**src/design/tmc_defs.svh**
```systemverilog
`ifndef TMC_DEFS_SVH
`define TMC_DEFS_SVH

// word offsets on the wishbone slave
`define TMC_OFS_RUN_CTRL 8'h00
`define TMC_OFS_MODE_CTRL 8'h04
`define TMC_OFS_CMP_A 8'h08
`define TMC_OFS_CMP_P 8'h0c
`define TMC_OFS_COUNT 8'h10

// run control register fields
`define TMC_RUN_BIT 3

// reset values
`define TMC_MODE_CTRL_RST 8'h00
`define TMC_CMP_A_RST 16'h0000
`define TMC_CMP_P_RST 8'h00

// input pin synchroniser depth
`define TMC_SYNC_STAGES 3

`endif

```
**src/design/tmc_pkg.sv**
```systemverilog
package tmc_pkg;

  typedef enum logic [1:0] {
    TMC_MODE_CMP = 2'b00,
    TMC_MODE_CAP = 2'b01,
    TMC_MODE_PWM = 2'b10,
    TMC_MODE_TMR = 2'b11
  } tmc_mode_t;

  // layout of the mode and output control register, bit 7 down to bit 0
  typedef struct packed {
    tmc_mode_t mode;
    logic [1:0] out_func;
    logic out_level;
    logic out_invert;
    logic period_duty_swap;
    logic clear_select;
  } tmc_ctl_t;

  typedef struct packed {
    logic [1:0] level;
    logic [1:0] oe_n;
  } tmc_pin_drive_t;

endpackage

```
**src/design/tmc_timer_ctrl.sv**
```systemverilog
// The implementer's own choices: the Wishbone slave port and the address map.
`timescale 1ns/1ps
`include "tmc_defs.svh"
// ---------------------------------------------------------------------
// ---------------------------------------------------------------------
module tmc_timer_ctrl
  import tmc_pkg::*;
#(
  parameter int CNT_W = 16,
  parameter int PER_W = 8
) (
  // clock and reset
  input wire logic ref_clk,
  input wire logic rstn,
  // wishbone classic slave
  input wire logic wb_cyc_i,
  input wire logic wb_stb_i,
  input wire logic wb_we_i,
  input wire logic [7:0] wb_adr_i,
  input wire logic [3:0] wb_sel_i,
  input wire logic [31:0] wb_dat_i,
  output logic [31:0] wb_dat_o,
  output logic wb_ack_o,
  // timer pins
  input wire logic [1:0] timer_pin_in,
  output logic [1:0] timer_pin_out,
  output logic [1:0] timer_pin_oe_n,
  // status
  output logic capture_event
);

  // -------------------------------------------------------------------
  // register bus
  // -------------------------------------------------------------------
  tmc_ctl_t ctl_r;
  logic timer_run_r;
  logic [CNT_W-1:0] cmp_a_r;
  logic [PER_W-1:0] cmp_p_r;
  logic [CNT_W-1:0] cnt_r;
  logic ack_r;
  logic [31:0] rdat_r;
  logic wr_en;
  logic cap_hit;

  // the answer comes one edge after the request; a write lands at the
  // edge that samples ack, so each access acts exactly once
  assign wr_en = wb_cyc_i & wb_stb_i & wb_we_i & ack_r;

  always_ff @(posedge ref_clk or negedge rstn) begin
    if (!rstn) begin
      ack_r <= 1'b0;
    end else begin
      ack_r <= wb_cyc_i & wb_stb_i & ~ack_r;
    end
  end

  always_ff @(posedge ref_clk or negedge rstn) begin
    if (!rstn) begin
      rdat_r <= 32'h0000_0000;
    end else if (wb_cyc_i & wb_stb_i & ~ack_r) begin
      case (wb_adr_i)
        `TMC_OFS_RUN_CTRL: rdat_r <= 32'(timer_run_r) << `TMC_RUN_BIT;
        `TMC_OFS_MODE_CTRL: rdat_r <= {24'h00_0000, ctl_r};
        `TMC_OFS_CMP_A: rdat_r <= 32'(cmp_a_r);
        `TMC_OFS_CMP_P: rdat_r <= 32'(cmp_p_r);
        `TMC_OFS_COUNT: rdat_r <= 32'(cnt_r);
        default: rdat_r <= 32'h0000_0000;
      endcase
    end
  end

  assign wb_ack_o = ack_r;
  assign wb_dat_o = rdat_r;

  always_ff @(posedge ref_clk or negedge rstn) begin
    if (!rstn) begin
      ctl_r <= tmc_ctl_t'(`TMC_MODE_CTRL_RST);
    end else if (wr_en && wb_sel_i[0] && wb_adr_i == `TMC_OFS_MODE_CTRL) begin
      ctl_r <= tmc_ctl_t'(wb_dat_i[7:0]);
    end
  end

  always_ff @(posedge ref_clk or negedge rstn) begin
    if (!rstn) begin
      timer_run_r <= 1'b0;
    end else if (wr_en && wb_sel_i[0] && wb_adr_i == `TMC_OFS_RUN_CTRL) begin
      timer_run_r <= wb_dat_i[`TMC_RUN_BIT];
    end
  end

  always_ff @(posedge ref_clk or negedge rstn) begin
    if (!rstn) begin
      cmp_p_r <= `TMC_CMP_P_RST;
    end else if (wr_en && wb_sel_i[0] && wb_adr_i == `TMC_OFS_CMP_P) begin
      cmp_p_r <= wb_dat_i[PER_W-1:0];
    end
  end

  // a capture beats a software write in the same cycle
  always_ff @(posedge ref_clk or negedge rstn) begin
    if (!rstn) begin
      cmp_a_r <= `TMC_CMP_A_RST;
    end else if (cap_hit) begin
      cmp_a_r <= cnt_r;
    end else if (wr_en && wb_adr_i == `TMC_OFS_CMP_A) begin
      if (wb_sel_i[0]) begin
        cmp_a_r[7:0] <= wb_dat_i[7:0];
      end
      if (wb_sel_i[1]) begin
        cmp_a_r[CNT_W-1:8] <= wb_dat_i[CNT_W-1:8];
      end
    end
  end

  // -------------------------------------------------------------------
  // counter and comparators
  // -------------------------------------------------------------------
  logic run_d_r;
  logic run_rise;
  logic [CNT_W-1:0] p_last;
  logic [CNT_W-1:0] per_last;
  logic [CNT_W:0] duty;
  logic a_match;
  logic p_end;
  logic cnt_clr;
  logic pwm_act;

  assign run_rise = timer_run_r & ~run_d_r;

  always_ff @(posedge ref_clk or negedge rstn) begin
    if (!rstn) begin
      run_d_r <= 1'b0;
    end else begin
      run_d_r <= timer_run_r;
    end
  end

  // period register sets only the top bits of the full-width limit; zero wraps at full
  assign p_last = {cmp_p_r, 8'h00} - 16'h0001;
  assign a_match = (cnt_r == cmp_a_r);
  assign p_end = (cnt_r == p_last);

  always_comb begin
    if (ctl_r.period_duty_swap) begin
      per_last = cmp_a_r - 16'h0001;
      duty = (cmp_p_r == 8'h00) ? 17'h1_0000 : {1'b0, cmp_p_r, 8'h00};
    end else begin
      per_last = p_last;
      duty = {1'b0, cmp_a_r};
    end
  end

  // duty at or beyond the period gives a constantly active wave
  assign pwm_act = ({1'b0, cnt_r} < duty);

  always_comb begin
    if (ctl_r.mode == TMC_MODE_PWM) begin
      cnt_clr = (cnt_r == per_last);
    end else if (ctl_r.clear_select) begin
      cnt_clr = a_match;
    end else begin
      cnt_clr = p_end;
    end
  end

  always_ff @(posedge ref_clk or negedge rstn) begin
    if (!rstn) begin
      cnt_r <= '0;
    end else if (run_rise) begin
      cnt_r <= '0;
    end else if (timer_run_r) begin
      cnt_r <= cnt_clr ? '0 : cnt_r + 16'h0001;
    end
  end

  // -------------------------------------------------------------------
  // capture input
  // -------------------------------------------------------------------
  logic [`TMC_SYNC_STAGES-1:0] sync_r [2];
  logic [1:0] pin_lvl_r;
  logic [1:0] rise;
  logic [1:0] fall;

  for (genvar g = 0; g < 2; g++) begin : g_pin
    always_ff @(posedge ref_clk or negedge rstn) begin
      if (!rstn) begin
        sync_r[g] <= '0;
        pin_lvl_r[g] <= 1'b0;
      end else begin
        sync_r[g] <= {sync_r[g][1:0], timer_pin_in[g]};
        // a change counts only once the last two stages agree
        if (sync_r[g][1] == sync_r[g][2]) begin
          pin_lvl_r[g] <= sync_r[g][2];
        end
      end
    end
    assign rise[g] = (sync_r[g][1] == sync_r[g][2]) &
                     sync_r[g][2] & ~pin_lvl_r[g];
    assign fall[g] = (sync_r[g][1] == sync_r[g][2]) &
                     ~sync_r[g][2] & pin_lvl_r[g];
  end

  always_comb begin
    cap_hit = 1'b0;
    if (ctl_r.mode == TMC_MODE_CAP && timer_run_r) begin
      case (ctl_r.out_func)
        2'b00: begin
          cap_hit = |rise;
        end
        2'b01: begin
          cap_hit = |fall;
        end
        2'b10: begin
          cap_hit = |(rise | fall);
        end
        default: begin
          cap_hit = 1'b0;
        end
      endcase
    end
  end

  always_ff @(posedge ref_clk or negedge rstn) begin
    if (!rstn) begin
      capture_event <= 1'b0;
    end else begin
      capture_event <= cap_hit;
    end
  end

  // -------------------------------------------------------------------
  // output waveform
  // -------------------------------------------------------------------
  logic cmp_out_r;
  logic pulse_live_r;
  logic wave;
  tmc_pin_drive_t drv_r;

  // initial level is reloaded on each run start, so a stopped timer
  // keeps whatever level the last match left behind
  always_ff @(posedge ref_clk or negedge rstn) begin
    if (!rstn) begin
      cmp_out_r <= 1'b0;
    end else if (ctl_r.mode != TMC_MODE_CMP) begin
      cmp_out_r <= ctl_r.out_level;
    end else if (run_rise) begin
      cmp_out_r <= ctl_r.out_level;
    end else if (timer_run_r && a_match) begin
      case (ctl_r.out_func)
        2'b01: begin
          cmp_out_r <= 1'b0;
        end
        2'b10: begin
          cmp_out_r <= 1'b1;
        end
        2'b11: begin
          cmp_out_r <= ~cmp_out_r;
        end
        default: begin
          cmp_out_r <= cmp_out_r;
        end
      endcase
    end
  end

  // single pulse lasts the first period after a run start
  always_ff @(posedge ref_clk or negedge rstn) begin
    if (!rstn) begin
      pulse_live_r <= 1'b0;
    end else if (run_rise) begin
      pulse_live_r <= 1'b1;
    end else if (!timer_run_r || cnt_clr) begin
      pulse_live_r <= 1'b0;
    end
  end

  always_comb begin
    case (ctl_r.mode)
      TMC_MODE_CMP: begin
        wave = cmp_out_r;
      end
      TMC_MODE_PWM: begin
        case (ctl_r.out_func)
          2'b00: begin
            wave = ~ctl_r.out_level;
          end
          2'b01: begin
            wave = ctl_r.out_level;
          end
          2'b10: begin
            wave = pwm_act ? ctl_r.out_level : ~ctl_r.out_level;
          end
          default: begin
            wave = (pulse_live_r & pwm_act) ? ctl_r.out_level
                                            : ~ctl_r.out_level;
          end
        endcase
      end
      default: begin
        wave = 1'b0;
      end
    endcase
  end

  always_ff @(posedge ref_clk or negedge rstn) begin
    if (!rstn) begin
      drv_r <= '{level: 2'b00, oe_n: 2'b11};
    end else if (ctl_r.mode inside {TMC_MODE_TMR, TMC_MODE_CAP}) begin
      drv_r <= '{level: 2'b00, oe_n: 2'b11};
    end else begin
      drv_r <= '{level: {2{wave ^ ctl_r.out_invert}}, oe_n: 2'b00};
    end
  end

  assign timer_pin_out = drv_r.level;
  assign timer_pin_oe_n = drv_r.oe_n;

endmodule // tmc_timer_ctrl

```
**config.mk**
```make
export PLATFORM = sky130hd
export DESIGN_NAME = tmc_timer_ctrl
export DESIGN_NICKNAME = d
export VERILOG_FILES = /design/src/design/tmc_pkg.sv /design/src/design/tmc_timer_ctrl.sv
export VERILOG_INCLUDE_DIRS = /design/src /design/src/design
export SDC_FILE = /design/constraint.sdc
export NUM_CORES = 1
export LEC_CHECK = 0
export ABC_AREA = 0
export ABC_CLOCK_PERIOD_IN_PS = 9400
export BUFFER_PORTS_ARGS = -buffer_cell sky130_fd_sc_hd__buf_2
export CAP_MARGIN = 20
export CORE_MARGIN = 5
export CORE_UTILIZATION = 60
export CTS_BUF_LIST = sky130_fd_sc_hd__clkbuf_4
export DETAILED_ROUTE_END_ITERATION = 10
export MAX_ROUTING_LAYER = met4
export PLACE_DENSITY = 0.82
export SYNTH_ARGS = -nofsm -noshare
export SYNTH_HDL_FRONTEND = slang
export SYNTH_SLANG_ARGS = --single-unit
```
**constraint.sdc**
```tcl
create_clock -name ref_clk -period 9.4 [get_ports ref_clk]
set_input_delay 0.94 -clock ref_clk [delete_from_list [all_inputs] [get_ports ref_clk]]
set_output_delay 0.94 -clock ref_clk [all_outputs]
set_load 0.01 [all_outputs]
```
==> impl_metrics.yaml <==
status:
  status: "complete, no violations"
place:
  dp.final_hpwl_mm: 11.69
  numPortBuffers: 54
  dp.cells: 780
  gp_congestion: 0.9788
route:
  wirelength_mm: 16.34
  route.detailed.drc: 0
  drt_pass1_iterations: 5
  drtAntennaViolNets: 0
  drt-wirelength-per-cell_um: 20.42
  via_count: 5139
  number_of_violations_reported_at_the_end_of_detailed_routing_iteration_0: 411
  viasPerCell: 6.424
setup_path:
  cp_data_arrival_time_ps: 4290
  rrSetupSlack_ps: 5480
  critical_path.max_fanout: 35
  worstSetupPathType: "reg2reg"
  family_of_cells_with_the_greatest_summed_delay_on_the_critical_path: "compound AO/OA/AOI/OAI gates"
  worst_path_max_delay_cell: "clkinv_1"
  terminus_of_the_critical_flop_to_flop_path: "cnt_r[13]$_DFFE_PN0P_"
  worst-path-buf-inv: 2
  reg2reg_from: "ctl_r[1]$_DFFE_PN0P_"
  worstPathCellList: "buf_4, clkinv_1, a2111o_1, o221a_2, a2111oi_0, o211ai_1, o21ai_2, nor2_1, a22o_1"
  start_kind: "register"
  setup.worst_path.end_class: "register"
  ff2ff_path_depth: 9
  critPathRequiredTime_ps: 9770
  crit_path_max_incr_delay_ps: 610
floorplan:
  io_pins: 89
  floorplan.rows: 35
  fp.dieW_um: 107.7
  core-area_um2: 9284
  starting_utilization_of_the_core_area: 0.6171
  die_area_um2: 11600
  floorplan.die.height_um: 107.7
power:
  cellInternalPower_w: 0.0004707
  power.switching_w: 0.0001698
  pwr_density_cell_nw_per_um2: 104.3
  share_clk_of_total_power: 0.402
  switching_share: 0.2651
  leakage_nw: 2.864
  max-vdd-ir-drop_mv: 0.08094
  sequentialPowerShare: 0.546
  combPwrFrac: 0.052
grt:
  global_route_wire_length_before_repair_mm: 25.97
  grt_max_degree: 81
  grt_usage: 0.2966
  gr-total-overflow: 0
  grt_antenna_before_repair: 0
  grt_pass1_vias: 4854
finish:
  layout_common_cells: "dfrtp_1, nand2_1, buf_2"
  post_route_cells_drive_above_1_share: 0.1759
  mostFrequentLayoutCell: "dfrtp_1"
  final-instance-count-excl-fill: 800
  syn_to_final_growth_pct: 7.207
  final_core_utilization: 0.6616
  antenna_cells: 0
  finish.net_count: 743
synthesis:
  yosysWarnings: 0
  synth_edf_count: 0
  asyncSetResetFlopFracSynth: 1.000
  syn_inst: 645
  synthFlopType: "dfrtp_1"
  synth-seq-area-share: 0.3496
  synth_top_area_share: 0.3451
  synth_top_cell_by_area: "dfrtp_1"
  synth_cell_type_count: 74
  post_synth_instance_area_um2: 5729
  synth_seq_cells: 80
  yosys-top-cells-area: "dfrtp_1, ha_1, nand2_1"
  synth_area_per_cell_um2: 8.883
clock_tree:
  numClockSinks: 80
  cts_tree: "done"
  cts_post_setup_buffers_inserted: 0
  ctsRootBufferMaster: "clkbuf_4"
  clk_path_buf_depth: 2
  worst_path_clk_slew_ps: 170
  cts_max_level: 3
  cts.repair.resized: 0
  postCtsHoldBufs: 0
  cts_inserted_buffers: 9
  insertion_delay_ps: 470
sta:
  fin_max_slew_vios: 0
  hold_slack_ps: 307.1
  worst_slew_pin_slew_ps: 769.1
  unrepaired_setup_endpoints_after_global_routing: "no"
  fraction_of_the_cycle_the_final_worst_path_needs: 0.4172
  achievable_clock_frequency_mhz: 255.0
  timing.final.crit_period_ps: 3922
  maxSlewHeadroom: 0.4833
  finalSetupViolations: 0
  timing.clock.skew_ps: 29.32
  tns_ps: 0
  final_hold_viol_count: 0
job:
  count_of_maximum_capacitance_violations: 0
worst_hold_path:
  hold_path_class: "in2async"
-- area by class of cell --
class,count,area (um2)
tap,129,161.4
clock buffer,9,67.56
multi-input combinational,487,3351
clock inverter,7,101.3
sequential,80,2003
fill,790,3142
inverter,24,90.09
timing repair buffer,64,367.9
-- cell usage after synthesis, drive strengths merged (12+ instances only) --
cell type,number
a21oi,24
buf,27
nand3,14
ha,26
dfrtp,79
nor2,31
mux2,20
xnor2,22
and3,12
nand2,68
clkbuf,42
o21ai,51
mux2i,22
inv,23
-- through the flow --
step	area (um2)	worst slack, ps	power [W]
after floorplan	5786	5993	0.0003746
after global placement	5923	5388	0.0003863
after detailed placement	5923	5294	0.0003883
after CTS	6092	5610	0.0006408
after global routing	6142	5348	0.0006608
final	6142	5478	0.0006405
-- logic make-up (layout without fill, tap and decap cells) --
| kind of cell | count (synthesis) | after routing | synth area share |
|---|---|---|---|
| xor+xnor | 29 | 29 | 0.04433 |
| flops | 80 | 80 | 0.3496 |
| mux | 43 | 43 | 0.08168 |
| fa+ha+maj | 26 | 26 | 0.05678 |
| compound gates | 159 | 159 | 0.1904 |
| simple gates | 214 | 214 | 0.2005 |
| other cells | 1 | 16 | 0.0006545 |
| buf+inv | 93 | 104 | 0.07600 |
-- worst max path at each step --
stage          cells past startpoint                          to            startpoint
2_1_floorplan                     14  timer_pin_out[0]$_DFF_PN0_  ctl_r[1]$_DFFE_PN0P_
3_3_place_gp                       8     cmp_a_r[11]$_DFFE_PN0P_           wb_adr_i[0]
3_5_place_dp                       8     cmp_a_r[12]$_DFFE_PN0P_           wb_adr_i[0]
4_1_cts                            9       cnt_r[13]$_DFFE_PN0P_  ctl_r[1]$_DFFE_PN0P_
5_1_grt                            9       cnt_r[13]$_DFFE_PN0P_  ctl_r[1]$_DFFE_PN0P_
6_report                           9       cnt_r[13]$_DFFE_PN0P_  ctl_r[1]$_DFFE_PN0P_
-- power by group through the flow --
stage	logic, W	clock network (W)	registers, W
2_1_floorplan	0.0000191	0	0.000356
3_5_place_dp	0.0000319	0	0.000356
5_1_grt	0.0000380	0.000272	0.000351
3_3_place_gp	0.0000303	0	0.000356
4_1_cts	0.0000319	0.000259	0.000350
6_report	0.0000331	0.000257	0.000350
-- registers in the layout, indices dropped and copies added (netlist names), 2 cells and up --
name,cells
ctl_r,8
sync_r,6
cnt_r,16
cmp_p_r,8
wb_dat_o,16
pin_lvl_r,2
cmp_a_r,16
-- layer usage --
metal  vias up  track usage  wire length, um
li1       2353            -                -
met1      2476       0.3922             6757
met2       273       0.4543             7605
met3        37      0.07499             1607
met4         0      0.08386              368
met5         -            -                0
Note: power is estimated with default switching activity, not from simulation.
